### config.mk
export PLATFORM = sky130hd
export DESIGN_NAME = spcg_top
export DESIGN_NICKNAME = d
export VERILOG_FILES = /design/src/core/spcg_gate.v /design/src/core/spcg_top.v
export VERILOG_INCLUDE_DIRS = /design/src /design/src/core
export SDC_FILE = /design/constraint.sdc
export NUM_CORES = 1
export LEC_CHECK = 0
export ABC_AREA = 0
export BUFFER_PORTS_ARGS = -buffer_cell sky130_fd_sc_hd__buf_2
export CORE_MARGIN = 5
export CORE_UTILIZATION = 45
export CTS_CLUSTER_SIZE = 24
export DETAILED_ROUTE_END_ITERATION = 10
export PLACE_DENSITY = 0.7
export SYNTH_ARGS = -nofsm -noshare
export SYNTH_HDL_FRONTEND = slang
export SYNTH_HIERARCHICAL = 1
export SYNTH_SLANG_ARGS = --single-unit
### constraint.sdc
create_clock -name sys_clk -period 1.6 [get_ports sys_clk]
set_input_delay 0.08 -clock sys_clk [delete_from_list [all_inputs] [get_ports sys_clk]]
set_output_delay 0.08 -clock sys_clk [all_outputs]
set_load 0.02 [all_outputs]
### src/core/spcg_map.vh
// Purpose: register map and field constants for the sleep and clock gating block
// Assumes: 8-bit registers on a plain strobe port, word index equals printed offset
// Notes:   sleep control sits in its own register space, selected by a space bit
`ifndef SPCG_MAP_VH
`define SPCG_MAP_VH

// address: bit 3 selects space (0 sleep, 1 power reduction), bits 2:0 offset
`define SPCG_ADDR_W        4
`define SPCG_SPACE_BIT     3
`define SPCG_SLEEP_CTRL    3'h0
`define SPCG_GEN_GATE      3'h0
`define SPCG_PORT_A_GATE   3'h1
`define SPCG_PORT_B_GATE   3'h2
`define SPCG_PORT_C_GATE   3'h3
`define SPCG_PORT_D_GATE   3'h4
`define SPCG_PORT_E_GATE   3'h5
`define SPCG_PORT_F_GATE   3'h6

// sleep control fields
`define SPCG_ARM_BIT       0
`define SPCG_MODE_LSB      1
`define SPCG_MODE_MSB      3
`define SPCG_CTRL_MASK     8'h0F

// writable masks per register kind
`define SPCG_GEN_MASK      8'h1F
`define SPCG_ANA_MASK      8'h07
`define SPCG_DIG_MASK      8'h7F

// general gate fields
`define SPCG_GEN_DMA       0
`define SPCG_GEN_EVENT     1
`define SPCG_GEN_RTC       2
`define SPCG_GEN_EBUS      3
`define SPCG_GEN_CIPHER    4

// sleep mode codes
`define SPCG_IDLE_CODE     3'h0
`define SPCG_POWER_DOWN_CODE_CODE    3'h2
`define SPCG_POWER_SAVE_CODE_CODE    3'h3
`define SPCG_STANDBY_CODE_CODE    3'h6
`define SPCG_EXTENDED_STANDBY_CODE_CODE   3'h7

// reset values
`define SPCG_RESET_VAL     8'h00

// wake halt length in cpu cycles
`define SPCG_WAKE_HALT     3'h4

`endif

### src/core/spcg_gate.v
// Purpose: glitch-free clock enable for one gated peripheral
// Assumes: the gated clock cell samples the enable on the falling edge
// Notes:   enable changes only after a rising edge, so no short pulses
module spcg_gate (
	// clock and reset
	input  wire sys_clk,
	input  wire rstn,
	// control
	input  wire stop_req,
	// enable towards the clock gate cell
	output reg  clk_en_q
);

	// registered enable: changes only on rising edge, clean for a latch cell
	always @(posedge sys_clk or negedge rstn) begin
		if (!rstn) begin
			clk_en_q <= 1'b1;
		end else begin
			clk_en_q <= ~stop_req;
		end
	end

endmodule

### src/core/spcg_top.v
// Purpose: sleep mode control and per-peripheral clock gating
// Assumes: cpu pulses sleep_exec for one cycle on the sleep instruction
// Notes:   presence straps mark which peripherals exist; absent bits are inert
//
// Our own choice: strobed register access.
`include "spcg_map.vh"

// Function
// gated peripheral frozen, its register access blocked
// ungated peripheral resumes from frozen state
// gate bits of absent peripherals do nothing
// sleep mode field codes five modes
// sleep entered only when sleep arm set
// software arms just before sleep, clears after
// bit 4 stops cipher engine clock
// bit 3 stops external bus clock
// bit 2 stops rtc interface, counter runs
// bit 1 stops event routing, resumes after
// dma gate settable only while dma disabled
// analog ports gate dac adc comparator
// digital ports gate serial and fine resolution
// digital ports gate timers, resume after
// deep sleep stops all peripheral clocks
// software disables peripheral before gating
// deep sleep disables pin input buffers
// comparator off outside idle, reference kept
// adc stays enabled in every sleep mode
// watchdog keeps running in every sleep
// debug keeps main clock in sleep
// cpu held four cycles after wake
// power-down wake sources limited, save adds rtc
// idle stops cpu, all interrupts wake
// glitch-free clock enable per peripheral
module spcg_top (
	// clock and reset
	input  wire        sys_clk,
	input  wire        rstn,
	// register port
	input  wire [3:0]  reg_addr,
	input  wire [7:0]  reg_wdata,
	input  wire        reg_wr,
	input  wire        reg_rd,
	output reg  [7:0]  reg_rdata,
	// cpu side
	input  wire        sleep_exec,
	output wire        cpu_clk_en,
	output wire        nvm_clk_en,
	output wire        cpu_halt,
	output wire        sleeping,
	output wire        wake_service,
	// wake sources, already synchronised interrupt levels
	input  wire        irq_any,
	input  wire        irq_twi_match,
	input  wire        irq_port_async,
	input  wire        irq_rtc,
	// peripheral state
	input  wire        dma_enabled,
	input  wire        ac_uses_vref,
	input  wire        debug_enabled,
	input  wire        wdt_enabled,
	input  wire        adc_enabled,
	input  wire [4:0]  gen_present,
	input  wire [5:0]  ana_present,
	input  wire [27:0] dig_present,
	// clock enables
	output wire [4:0]  gen_clk_en,
	output wire [5:0]  ana_clk_en,
	output wire [27:0] dig_clk_en,
	output wire        rtc_count_en,
	output wire        sys_osc_en,
	output wire        rtc_osc_en,
	// analog and pin control
	output wire        ac_force_off,
	output wire        vref_keep,
	output wire        adc_keep,
	output wire        adc_long_conv,
	output wire        wdt_run,
	output wire        pin_inbuf_en,
	// register access block per peripheral (high = blocked)
	output wire [4:0]  gen_io_block,
	output wire [5:0]  ana_io_block,
	output wire [27:0] dig_io_block
);

	// sleep controller states
	localparam ST_ACTIVE = 2'h0;
	localparam ST_SLEEP  = 2'h1;
	localparam ST_HALT   = 2'h2;

	// registers
	reg [3:0]  ctrl_q;          // sleep mode and arm
	reg [7:0]  gen_q;           // general gate
	reg [2:0]  ana_q [0:1];     // analog port gates
	reg [6:0]  dig_q [0:3];     // digital port gates
	reg [1:0]  state_q;         // sleep controller state
	reg [2:0]  mode_q;          // mode latched at sleep entry
	reg [2:0]  halt_cnt_q;      // post wake halt counter
	reg        wake_svc_q;      // wake interrupt to be serviced
	reg        adc_prev_q;      // adc enable one cycle ago
	reg        adc_long_q;      // next adc conversion is extended
	reg        strap_q;         // strap capture done

	// captured presence straps, taken after reset release
	reg [4:0]  gen_pres_q;
	reg [5:0]  ana_pres_q;
	reg [27:0] dig_pres_q;

	wire       space_pr = reg_addr[`SPCG_SPACE_BIT];
	wire [2:0] offs     = reg_addr[2:0];

	// digital port index from offset (used by write and read)
	function [1:0] dig_idx;
		input [2:0] o;
		begin
			dig_idx = o[1:0] + 2'h1;
		end
	endfunction

	// offset belongs to a digital port register
	function is_dig;
		input [2:0] o;
		begin
			is_dig = (o >= `SPCG_PORT_C_GATE) && (o <= `SPCG_PORT_F_GATE);
		end
	endfunction

	// reserved codes are treated as no sleep
	function mode_valid;
		input [2:0] m;
		begin
			mode_valid = (m == `SPCG_IDLE_CODE) || (m == `SPCG_POWER_DOWN_CODE_CODE) ||
			             (m == `SPCG_POWER_SAVE_CODE_CODE) || (m == `SPCG_STANDBY_CODE_CODE) ||
			             (m == `SPCG_EXTENDED_STANDBY_CODE_CODE);
		end
	endfunction

	// strap capture at the first edge after reset release
	always @(posedge sys_clk or negedge rstn) begin
		if (!rstn) begin
			strap_q    <= 1'b0;
			gen_pres_q <= 5'h00;
			ana_pres_q <= 6'h00;
			dig_pres_q <= 28'h0000000;
		end else if (!strap_q) begin
			strap_q    <= 1'b1;
			gen_pres_q <= gen_present;
			ana_pres_q <= ana_present;
			dig_pres_q <= dig_present;
		end
	end

	// register writes
	always @(posedge sys_clk or negedge rstn) begin
		if (!rstn) begin
			ctrl_q   <= 4'h0;
			gen_q    <= `SPCG_RESET_VAL;
			ana_q[0] <= 3'h0;
			ana_q[1] <= 3'h0;
			dig_q[0] <= 7'h00;
			dig_q[1] <= 7'h00;
			dig_q[2] <= 7'h00;
			dig_q[3] <= 7'h00;
		end else if (reg_wr) begin
			if (!space_pr) begin
				// mode field stored
				if (offs == `SPCG_SLEEP_CTRL)
					ctrl_q <= reg_wdata[3:0];
			end else if (offs == `SPCG_GEN_GATE) begin
				gen_q <= reg_wdata & `SPCG_GEN_MASK;
				// dma gate refused while enabled
				if (dma_enabled && !gen_q[`SPCG_GEN_DMA])
					gen_q[`SPCG_GEN_DMA] <= 1'b0;
			end else if (offs == `SPCG_PORT_A_GATE || offs == `SPCG_PORT_B_GATE) begin
				ana_q[offs[1] ? 1 : 0] <= reg_wdata[2:0];
			end else if (is_dig(offs)) begin
				dig_q[dig_idx(offs)] <= reg_wdata[6:0];
			end
		end
	end

	// read data, one cycle after the strobe; unmapped reads zero
	always @(posedge sys_clk or negedge rstn) begin
		if (!rstn) begin
			reg_rdata <= 8'h00;
		end else if (reg_rd) begin
			if (!space_pr)
				reg_rdata <= (offs == `SPCG_SLEEP_CTRL) ? {4'h0, ctrl_q} : 8'h00;
			else if (offs == `SPCG_GEN_GATE)
				reg_rdata <= gen_q;
			else if (offs == `SPCG_PORT_A_GATE || offs == `SPCG_PORT_B_GATE)
				reg_rdata <= {5'h00, ana_q[offs[1] ? 1 : 0]};
			else if (is_dig(offs))
				reg_rdata <= {1'b0, dig_q[dig_idx(offs)]};
			else
				reg_rdata <= 8'h00;
		end else begin
			reg_rdata <= 8'h00;
		end
	end

	// wake source qualified by the latched mode
	reg wake_ok;
	always @* begin
		wake_ok = 1'b0;
		case (mode_q)
			// any enabled interrupt wakes idle
			`SPCG_IDLE_CODE:   wake_ok = irq_any;
			// power-down and standby: twi match and async pins only
			`SPCG_POWER_DOWN_CODE_CODE,
			`SPCG_STANDBY_CODE_CODE:  wake_ok = irq_twi_match | irq_port_async;
			// power-save adds the rtc
			`SPCG_POWER_SAVE_CODE_CODE,
			`SPCG_EXTENDED_STANDBY_CODE_CODE: wake_ok = irq_twi_match | irq_port_async | irq_rtc;
			default:           wake_ok = 1'b0;
		endcase
	end

	// sleep controller
	always @(posedge sys_clk or negedge rstn) begin
		if (!rstn) begin
			state_q    <= ST_ACTIVE;
			mode_q     <= `SPCG_IDLE_CODE;
			halt_cnt_q <= 3'h0;
			wake_svc_q <= 1'b0;
		end else begin
			wake_svc_q <= 1'b0;
			case (state_q)
				ST_ACTIVE: begin
					// enter only when armed
					if (sleep_exec && ctrl_q[`SPCG_ARM_BIT] &&
					    mode_valid(ctrl_q[`SPCG_MODE_MSB:`SPCG_MODE_LSB])) begin
						state_q <= ST_SLEEP;
						mode_q  <= ctrl_q[`SPCG_MODE_MSB:`SPCG_MODE_LSB];
					end
				end
				ST_SLEEP: begin
					if (wake_ok) begin
						state_q    <= ST_HALT;
						halt_cnt_q <= `SPCG_WAKE_HALT - 3'h1;
					end
				end
				ST_HALT: begin
					// four halted cycles then wake service
					if (halt_cnt_q == 3'h0) begin
						state_q    <= ST_ACTIVE;
						wake_svc_q <= 1'b1;
					end else begin
						halt_cnt_q <= halt_cnt_q - 3'h1;
					end
				end
				default: state_q <= ST_ACTIVE;
			endcase
		end
	end

	wire asleep    = (state_q == ST_SLEEP);
	wire deep      = asleep && (mode_q != `SPCG_IDLE_CODE);
	wire keep_osc  = (mode_q == `SPCG_STANDBY_CODE_CODE) || (mode_q == `SPCG_EXTENDED_STANDBY_CODE_CODE);
	wire keep_rtc  = (mode_q == `SPCG_POWER_SAVE_CODE_CODE) || (mode_q == `SPCG_EXTENDED_STANDBY_CODE_CODE);

	// idle stops cpu and nvm
	assign cpu_clk_en   = ~asleep;
	assign nvm_clk_en   = ~asleep;
	assign cpu_halt     = (state_q != ST_ACTIVE);
	assign sleeping     = asleep;
	assign wake_service = wake_svc_q;
	// debug keeps main clock running
	assign sys_osc_en   = ~deep | keep_osc | debug_enabled;
	assign rtc_osc_en   = ~deep | keep_rtc;
	// rtc counter runs under its gate bit
	assign rtc_count_en = ~deep | keep_rtc;
	// inputs off in deep sleep
	assign pin_inbuf_en = ~deep;
	// comparator off outside idle, reference kept
	assign ac_force_off = deep;
	assign vref_keep    = ac_uses_vref;
	// adc kept enabled in sleep
	assign adc_keep     = adc_enabled;
	// watchdog unaffected by sleep
	assign wdt_run      = wdt_enabled;

	// track adc off then on for extended conversion
	always @(posedge sys_clk or negedge rstn) begin
		if (!rstn) begin
			adc_prev_q <= 1'b0;
			adc_long_q <= 1'b1;
		end else begin
			adc_prev_q <= adc_enabled;
			if (!adc_enabled)
				adc_long_q <= 1'b1;
			else if (adc_prev_q && adc_long_q && !deep)
				adc_long_q <= 1'b0;
		end
	end
	assign adc_long_conv = adc_long_q;

	// flatten gate bits; R3 absent peripherals masked out
	wire [4:0]  gen_stop = gen_q[4:0] & gen_pres_q;
	wire [5:0]  ana_stop = {ana_q[1], ana_q[0]} & ana_pres_q;
	wire [27:0] dig_stop = {dig_q[3], dig_q[2], dig_q[1], dig_q[0]} & dig_pres_q;
	// deep sleep stops every peripheral clock
	wire [38:0] all_stop = {dig_stop, ana_stop, gen_stop} | {39{deep}};
	wire [38:0] all_en;

	// one glitch-free enable per peripheral
	// gated clock freezes state
	// state kept, so resume is exact
	// mapped by bit position
	genvar gi;
	generate
		for (gi = 0; gi < 39; gi = gi + 1) begin : g_gate
			spcg_gate u_gate (
				.sys_clk  (sys_clk),
				.rstn     (rstn),
				.stop_req (all_stop[gi]),
				.clk_en_q (all_en[gi])
			);
		end
	endgenerate

	assign gen_clk_en = all_en[4:0];
	assign ana_clk_en = all_en[10:5];
	assign dig_clk_en = all_en[38:11];

	// R1 register access blocked while gated
	assign gen_io_block = gen_stop;
	assign ana_io_block = ana_stop;
	assign dig_io_block = dig_stop;

endmodule

==> impl_results.html <==
<table>
<tr><th>Metric</th><th>Value</th></tr>
<tr><th colspan="2">Min path</th></tr>
<tr><td>Startpoint of the most critical hold path</td><td>reg_wdata[1]</td></tr>
<tr><td>Cells on Worst Hold Path</td><td>2</td></tr>
<tr><td>Min-Delay Endpoint</td><td>ana_q[1]$_DFFE_PN0P_</td></tr>
<tr><td>Worst min-delay path category</td><td>input pin to flop</td></tr>
<tr><th colspan="2">Die</th></tr>
<tr><td>Horizontal die dimension</td><td>127 um</td></tr>
<tr><td>Num rows</td><td>42</td></tr>
<tr><td>Full die area</td><td>0.0162 mm2</td></tr>
<tr><td>Die outline height</td><td>127 um</td></tr>
<tr><td>Initial core utilization</td><td>46.3%</td></tr>
<tr><td>I/O pin cnt</td><td>165</td></tr>
<tr><td>Core Footprint</td><td>0.0133 mm2</td></tr>
<tr><th colspan="2">Logic synthesis</th></tr>
<tr><td>Compound-Gate Fraction of Synth Area</td><td>4.72%</td></tr>
<tr><td>Distinct cells, synth</td><td>54</td></tr>
<tr><td>Share of synthesized cell area in and, or, nand and nor gates</td><td>12.0%</td></tr>
<tr><td>Xor and xnor area share after synthesis</td><td>0%</td></tr>
<tr><td>Dominant combinational cell family by area after synthesis</td><td>multiplexers</td></tr>
<tr><td>Mux share of post-synthesis cell area</td><td>18.9%</td></tr>
<tr><td>Netlist area before placement</td><td>0.00617 mm2</td></tr>
<tr><td>Mean area per synthesized cell</td><td>13.3 um2</td></tr>
<tr><td>Arithmetic-cell share of the synthesized area counting full adders, half adders and majority gates</td><td>1.22%</td></tr>
<tr><td>Portion of the post-synthesis area used by sequential elements</td><td>57.5%</td></tr>
<tr><td>Yosys warns</td><td>6</td></tr>
<tr><td>Main flop type after synthesis</td><td>sky130_fd_sc_hd__dfrtp_1</td></tr>
<tr><td>Flop and latch count out of synthesis</td><td>140</td></tr>
<tr><td>Synthesized instance count</td><td>466</td></tr>
<tr><td>Async set or reset register ratio after synthesis</td><td>100%</td></tr>
<tr><td>Number of synthesized flops with an enable pin</td><td>0</td></tr>
<tr><td>Syn nets</td><td>537</td></tr>
<tr><th colspan="2">Route</th></tr>
<tr><td>Count of nets left with antenna violations after detail routing</td><td>0</td></tr>
<tr><td>Count of TritonRoute iterations in the first routing pass</td><td>4</td></tr>
<tr><td>DRC errors left</td><td>0</td></tr>
<tr><td>Detail-routed via count per cell</td><td>4.87</td></tr>
<tr><td>Average wire per cell in the routed design</td><td>16.7 um</td></tr>
<tr><td>Total Wirelength</td><td>14,700 um</td></tr>
<tr><td>Initial DRC Count</td><td>120</td></tr>
<tr><td>Total number of vias</td><td>4,294</td></tr>
<tr><th colspan="2">Final layout</th></tr>
<tr><td>Count of non-filler cells in the finished layout</td><td>881</td></tr>
<tr><td>Final net count</td><td>762</td></tr>
<tr><td>Growth of design area from synthesis to finish</td><td>36.1%</td></tr>
<tr><td>Filler cell count</td><td>1,046</td></tr>
<tr><td>Share of the core filled with cells in the final layout</td><td>63.0%</td></tr>
<tr><td>Ratio of cells with drive above 1 in the final layout</td><td>56.7%</td></tr>
<tr><th colspan="2">Timing</th></tr>
<tr><td>Final count of negative-setup-slack endpoints</td><td>0</td></tr>
<tr><td>Setup ws final</td><td>0.0125 ns</td></tr>
<tr><td>Final number of hold-violating endpoints</td><td>0</td></tr>
<tr><td>Final clock period utilization by the worst path</td><td>99.2%</td></tr>
<tr><td>Number of max-slew violations in the final report</td><td>0</td></tr>
<tr><td>Setup repair after global routing missed its margin</td><td>yes</td></tr>
<tr><td>Final period demand of the worst path</td><td>1.59 ns</td></tr>
<tr><td>Fmax</td><td>630 MHz</td></tr>
<tr><td>Total Negative Setup Slacks</td><td>0 ns</td></tr>
<tr><td>Final clock skew</td><td>0.00721 ns</td></tr>
<tr><th colspan="2">GRT</th></tr>
<tr><td>Most Used Layer, Global Route</td><td>met2</td></tr>
<tr><td>M3 GR Usage</td><td>5.26%</td></tr>
<tr><td>Number of antenna violations at the first check in global routing</td><td>2</td></tr>
<tr><td>Overflow left after global routing</td><td>0</td></tr>
<tr><td>Met1 track utilization from global routing</td><td>23.3%</td></tr>
<tr><td>Global-route met2 utilization</td><td>32.8%</td></tr>
<tr><td>Via count of the first global-routing pass</td><td>4,741</td></tr>
<tr><td>Maximum number of pins on one net before global-route repair</td><td>60</td></tr>
<tr><td>GRT Util Overall</td><td>19.3%</td></tr>
<tr><td>First-pass GRT wire length</td><td>24,400 um</td></tr>
<tr><th colspan="2">Power</th></tr>
<tr><td>Peak supply drop</td><td>998 uV</td></tr>
<tr><td>Areal power density over the cells</td><td>1580 mW/mm2</td></tr>
<tr><td>Static leakage power</td><td>4.01 nW</td></tr>
<tr><td>Sum of internal, switching and leakage power</td><td>13.3 mW</td></tr>
<tr><th colspan="2">CTS</th></tr>
<tr><td>Clock slew at the register clock pins of the worst setup and hold paths</td><td>0.06 ns</td></tr>
<tr><td>Buffer levels on the longest clock path</td><td>2</td></tr>
<tr><td>H-tree levels</td><td>4</td></tr>
<tr><td>Total number of clock tree sinks</td><td>140</td></tr>
<tr><td>TritonCTS Buffers</td><td>17</td></tr>
<tr><td>Clock latency on the worst-skew pair</td><td>0.41 ns</td></tr>
<tr><td>Root Buffer</td><td>sky130_fd_sc_hd__clkbuf_16</td></tr>
<tr><td>TritonCTS clock tree</td><td>yes</td></tr>
<tr><th colspan="2">Setup path</th></tr>
<tr><td>FF-to-FF setup slack</td><td>0.01 ns</td></tr>
<tr><td>Worst Reg-to-Reg Cells</td><td>5</td></tr>
<tr><td>Highest fanout seen on the critical path</td><td>5</td></tr>
<tr><td>Class of the most critical setup path</td><td>flop to flop</td></tr>
<tr><td>Reg-to-reg critical path startpoint</td><td>mode_q[0]$_DFFE_PN0P_</td></tr>
<tr><td>Critical path capture point type</td><td>flop</td></tr>
<tr><td>Sort of element at the start of the critical path</td><td>flop</td></tr>
<tr><td>Critical R2R Capture</td><td>halt_cnt_q[1]$_DFFE_PN0P_</td></tr>
<tr><td>CP required</td><td>1.89 ns</td></tr>
<tr><td>CP Data Arrival Time</td><td>1.87 ns</td></tr>
<tr><th colspan="2">Placement</th></tr>
<tr><td>Worst setup timing slack at the placement stage</td><td>0.000644 ns</td></tr>
<tr><td>Buffers on Ports</td><td>158</td></tr>
<tr><td>DPL Wire Length</td><td>10,700 um</td></tr>
<tr><td>Routability-driven placement congestion ratio</td><td>0.804</td></tr>
<tr><td>Cells after DPL</td><td>793</td></tr>
<tr><th colspan="2">Flow run</th></tr>
<tr><td>Number of maximum-capacitance violations</td><td>0</td></tr>
<tr><th colspan="2">Status</th></tr>
<tr><td>Run status</td><td>finished, final reports clean</td></tr>
</table>
[worst max path at each step]
stage,startpoint,to,slack (ns),depth (start not counted)
after floorplan,state_q[1]$_DFFE_PN0P_,rtc_osc_en,0.02,7
after global placement,reg_addr[1],dig_q[22]$_DFFE_PN0P_,0.04,6
after detailed placement,reg_addr[1],ctrl_q[2]$_DFFE_PN0P_,0.0006,6
after CTS,mode_q[0]$_DFFE_PN0P_,halt_cnt_q[1]$_DFFE_PN0P_,-0.01,5
after global routing,mode_q[1]$_DFFE_PN0P_,rtc_osc_en,-0.04,5
final,mode_q[0]$_DFFE_PN0P_,halt_cnt_q[1]$_DFFE_PN0P_,0.01,5
[repair_timing]
item | in CTS | in global routing
resized for setup | 14 | 4
pin swaps | 1 | 1
hold buffers | 47 | 0
buffers inserted | 6 | 2
setup endpoints to repair | 4 | 6
endpoints found under the hold margin | 172 | 0
[per-stage QoR]
step / hold WS, ns / area (um2)
2_1_floorplan: -0.216 / 6180
3_3_place_gp: 0.0163 / 7210
3_5_place_dp: 0.0220 / 7210
4_1_cts: 0.0218 / 8370
5_1_grt: 0.0502 / 8410
6_report: 0.0369 / 8410
[metal layers]
metal / wire, um / part of all wire, %
met5: 11 / 0.075
met3: 821 / 5.6
met2: 7370 / 50
met4: 397 / 2.7
met1: 6140 / 42
[cells by family (layout without fill, tap and decap cells)]
kind of cell             Yosys count  after routing
flip-flops                       140            140
AND/OR/NAND/NOR                  119            119
multiplexers                      94             94
buffers and inverters             72            310
AO/OA/AOI/OAI                     33             33
adder cells (fa/ha/maj)            6              6
other                              2              3
[state kept, by name, summed over array words and instances, names as in the netlist, 5 cells and up]
| signal | flops |
|---|---|
| g_gate.u_gate/clk_en_q | 39 |
| reg_rdata | 7 |
| ana_pres_q | 6 |
| dig_pres_q | 28 |
| gen_q | 5 |
| ana_q | 6 |
| dig_q | 28 |
| gen_pres_q | 5 |
[layout by cell type, fill, tap and decap left out, types with 3 or more instances in the layout]
cell,synthesis,final
sky130_fd_sc_hd__clkinv_2,0,3
sky130_fd_sc_hd__inv_1,46,46
sky130_fd_sc_hd__buf_4,8,20
sky130_fd_sc_hd__mux4_2,7,7
sky130_fd_sc_hd__buf_6,4,4
sky130_fd_sc_hd__buf_12,0,4
sky130_fd_sc_hd__dfrtp_2,0,5
sky130_fd_sc_hd__mux2_4,8,8
sky130_fd_sc_hd__mux2_1,6,6
sky130_fd_sc_hd__and2_1,41,41
sky130_fd_sc_hd__clkbuf_16,0,17
sky130_fd_sc_hd__mux2_2,73,73
sky130_fd_sc_hd__dfstp_2,40,40
sky130_fd_sc_hd__bufinv_16,0,3
sky130_fd_sc_hd__o21ai_0,4,4
sky130_fd_sc_hd__or2_2,34,34
sky130_fd_sc_hd__nor2_1,3,3
sky130_fd_sc_hd__a41oi_1,3,3
sky130_fd_sc_hd__clkinvlp_4,0,4
sky130_fd_sc_hd__nand2_1,15,14
sky130_fd_sc_hd__ha_1,6,6
sky130_fd_sc_hd__dlygate4sd3_1,0,47
sky130_fd_sc_hd__buf_2,4,153
sky130_fd_sc_hd__a21oi_1,5,5
sky130_fd_sc_hd__a31oi_1,6,6
sky130_fd_sc_hd__dfrtp_1,100,95
sky130_fd_sc_hd__or2_1,5,5
[cell type report]
cell class | instances | area (um2) | share of cell area [%]
flip-flops and latches | 140 | 3560 | 42.3
multi-input cells | 254 | 2300 | 27.3
repair buffers | 230 | 1540 | 18.3
clock buffers | 21 | 460 | 5.48
well taps | 176 | 220 | 2.62
inverters | 48 | 180 | 2.14
clock inverters | 11 | 144 | 1.71
diodes | 1 | 2.50 | 0.0298
[synthesized netlist by cell type, types with 2 or more instances]
cell	count	area share, %
sky130_fd_sc_hd__dfrtp_1	100	41
sky130_fd_sc_hd__mux2_2	73	13
sky130_fd_sc_hd__inv_1	46	2.8
sky130_fd_sc_hd__and2_1	41	4.2
sky130_fd_sc_hd__dfstp_2	40	17
sky130_fd_sc_hd__or2_2	34	3.4
sky130_fd_sc_hd__nand2_1	15	0.91
sky130_fd_sc_hd__buf_4	8	0.97
sky130_fd_sc_hd__mux2_4	8	1.9
sky130_fd_sc_hd__mux4_2	7	2.6
sky130_fd_sc_hd__a31oi_1	6	0.61
sky130_fd_sc_hd__ha_1	6	1.2
sky130_fd_sc_hd__mux2_1	6	1.1
sky130_fd_sc_hd__a21oi_1	5	0.41
sky130_fd_sc_hd__or2_1	5	0.51
sky130_fd_sc_hd__buf_2	4	0.32
sky130_fd_sc_hd__buf_6	4	0.73
sky130_fd_sc_hd__clkbuf_2	4	0.32
sky130_fd_sc_hd__o21ai_0	4	0.32
sky130_fd_sc_hd__a41oi_1	3	0.43
sky130_fd_sc_hd__nor2_1	3	0.18
sky130_fd_sc_hd__a211o_1	2	0.28
sky130_fd_sc_hd__and3_1	2	0.20
sky130_fd_sc_hd__buf_1	2	0.12
sky130_fd_sc_hd__clkbuf_1	2	0.12
sky130_fd_sc_hd__conb_1	2	0.12
sky130_fd_sc_hd__inv_2	2	0.12
sky130_fd_sc_hd__nand2b_1	2	0.20
sky130_fd_sc_hd__nand3_1	2	0.16
sky130_fd_sc_hd__nand3_2	2	0.32
sky130_fd_sc_hd__nor4b_1	2	0.28
sky130_fd_sc_hd__o2111ai_4	2	0.85
[power by group]
part | internal (mW) | switching (mW) | total [mW]
logic | 1.87 | 2.26 | 4.13
registers | 4.73 | 0.485 | 5.22
clock network | 2.52 | 1.43 | 3.96
total | 9.12 | 4.17 | 13.3
[worst max-delay path: stages (launching register included)]
cell	delay (ns)
sky130_fd_sc_hd__dfrtp_2	0.43
sky130_fd_sc_hd__buf_4	0.15
sky130_fd_sc_hd__a211o_1	0.29
sky130_fd_sc_hd__a211oi_4	0.35
sky130_fd_sc_hd__o21ai_1	0.11
sky130_fd_sc_hd__a21boi_0	0.13
(Power assumes the default switching activity.)
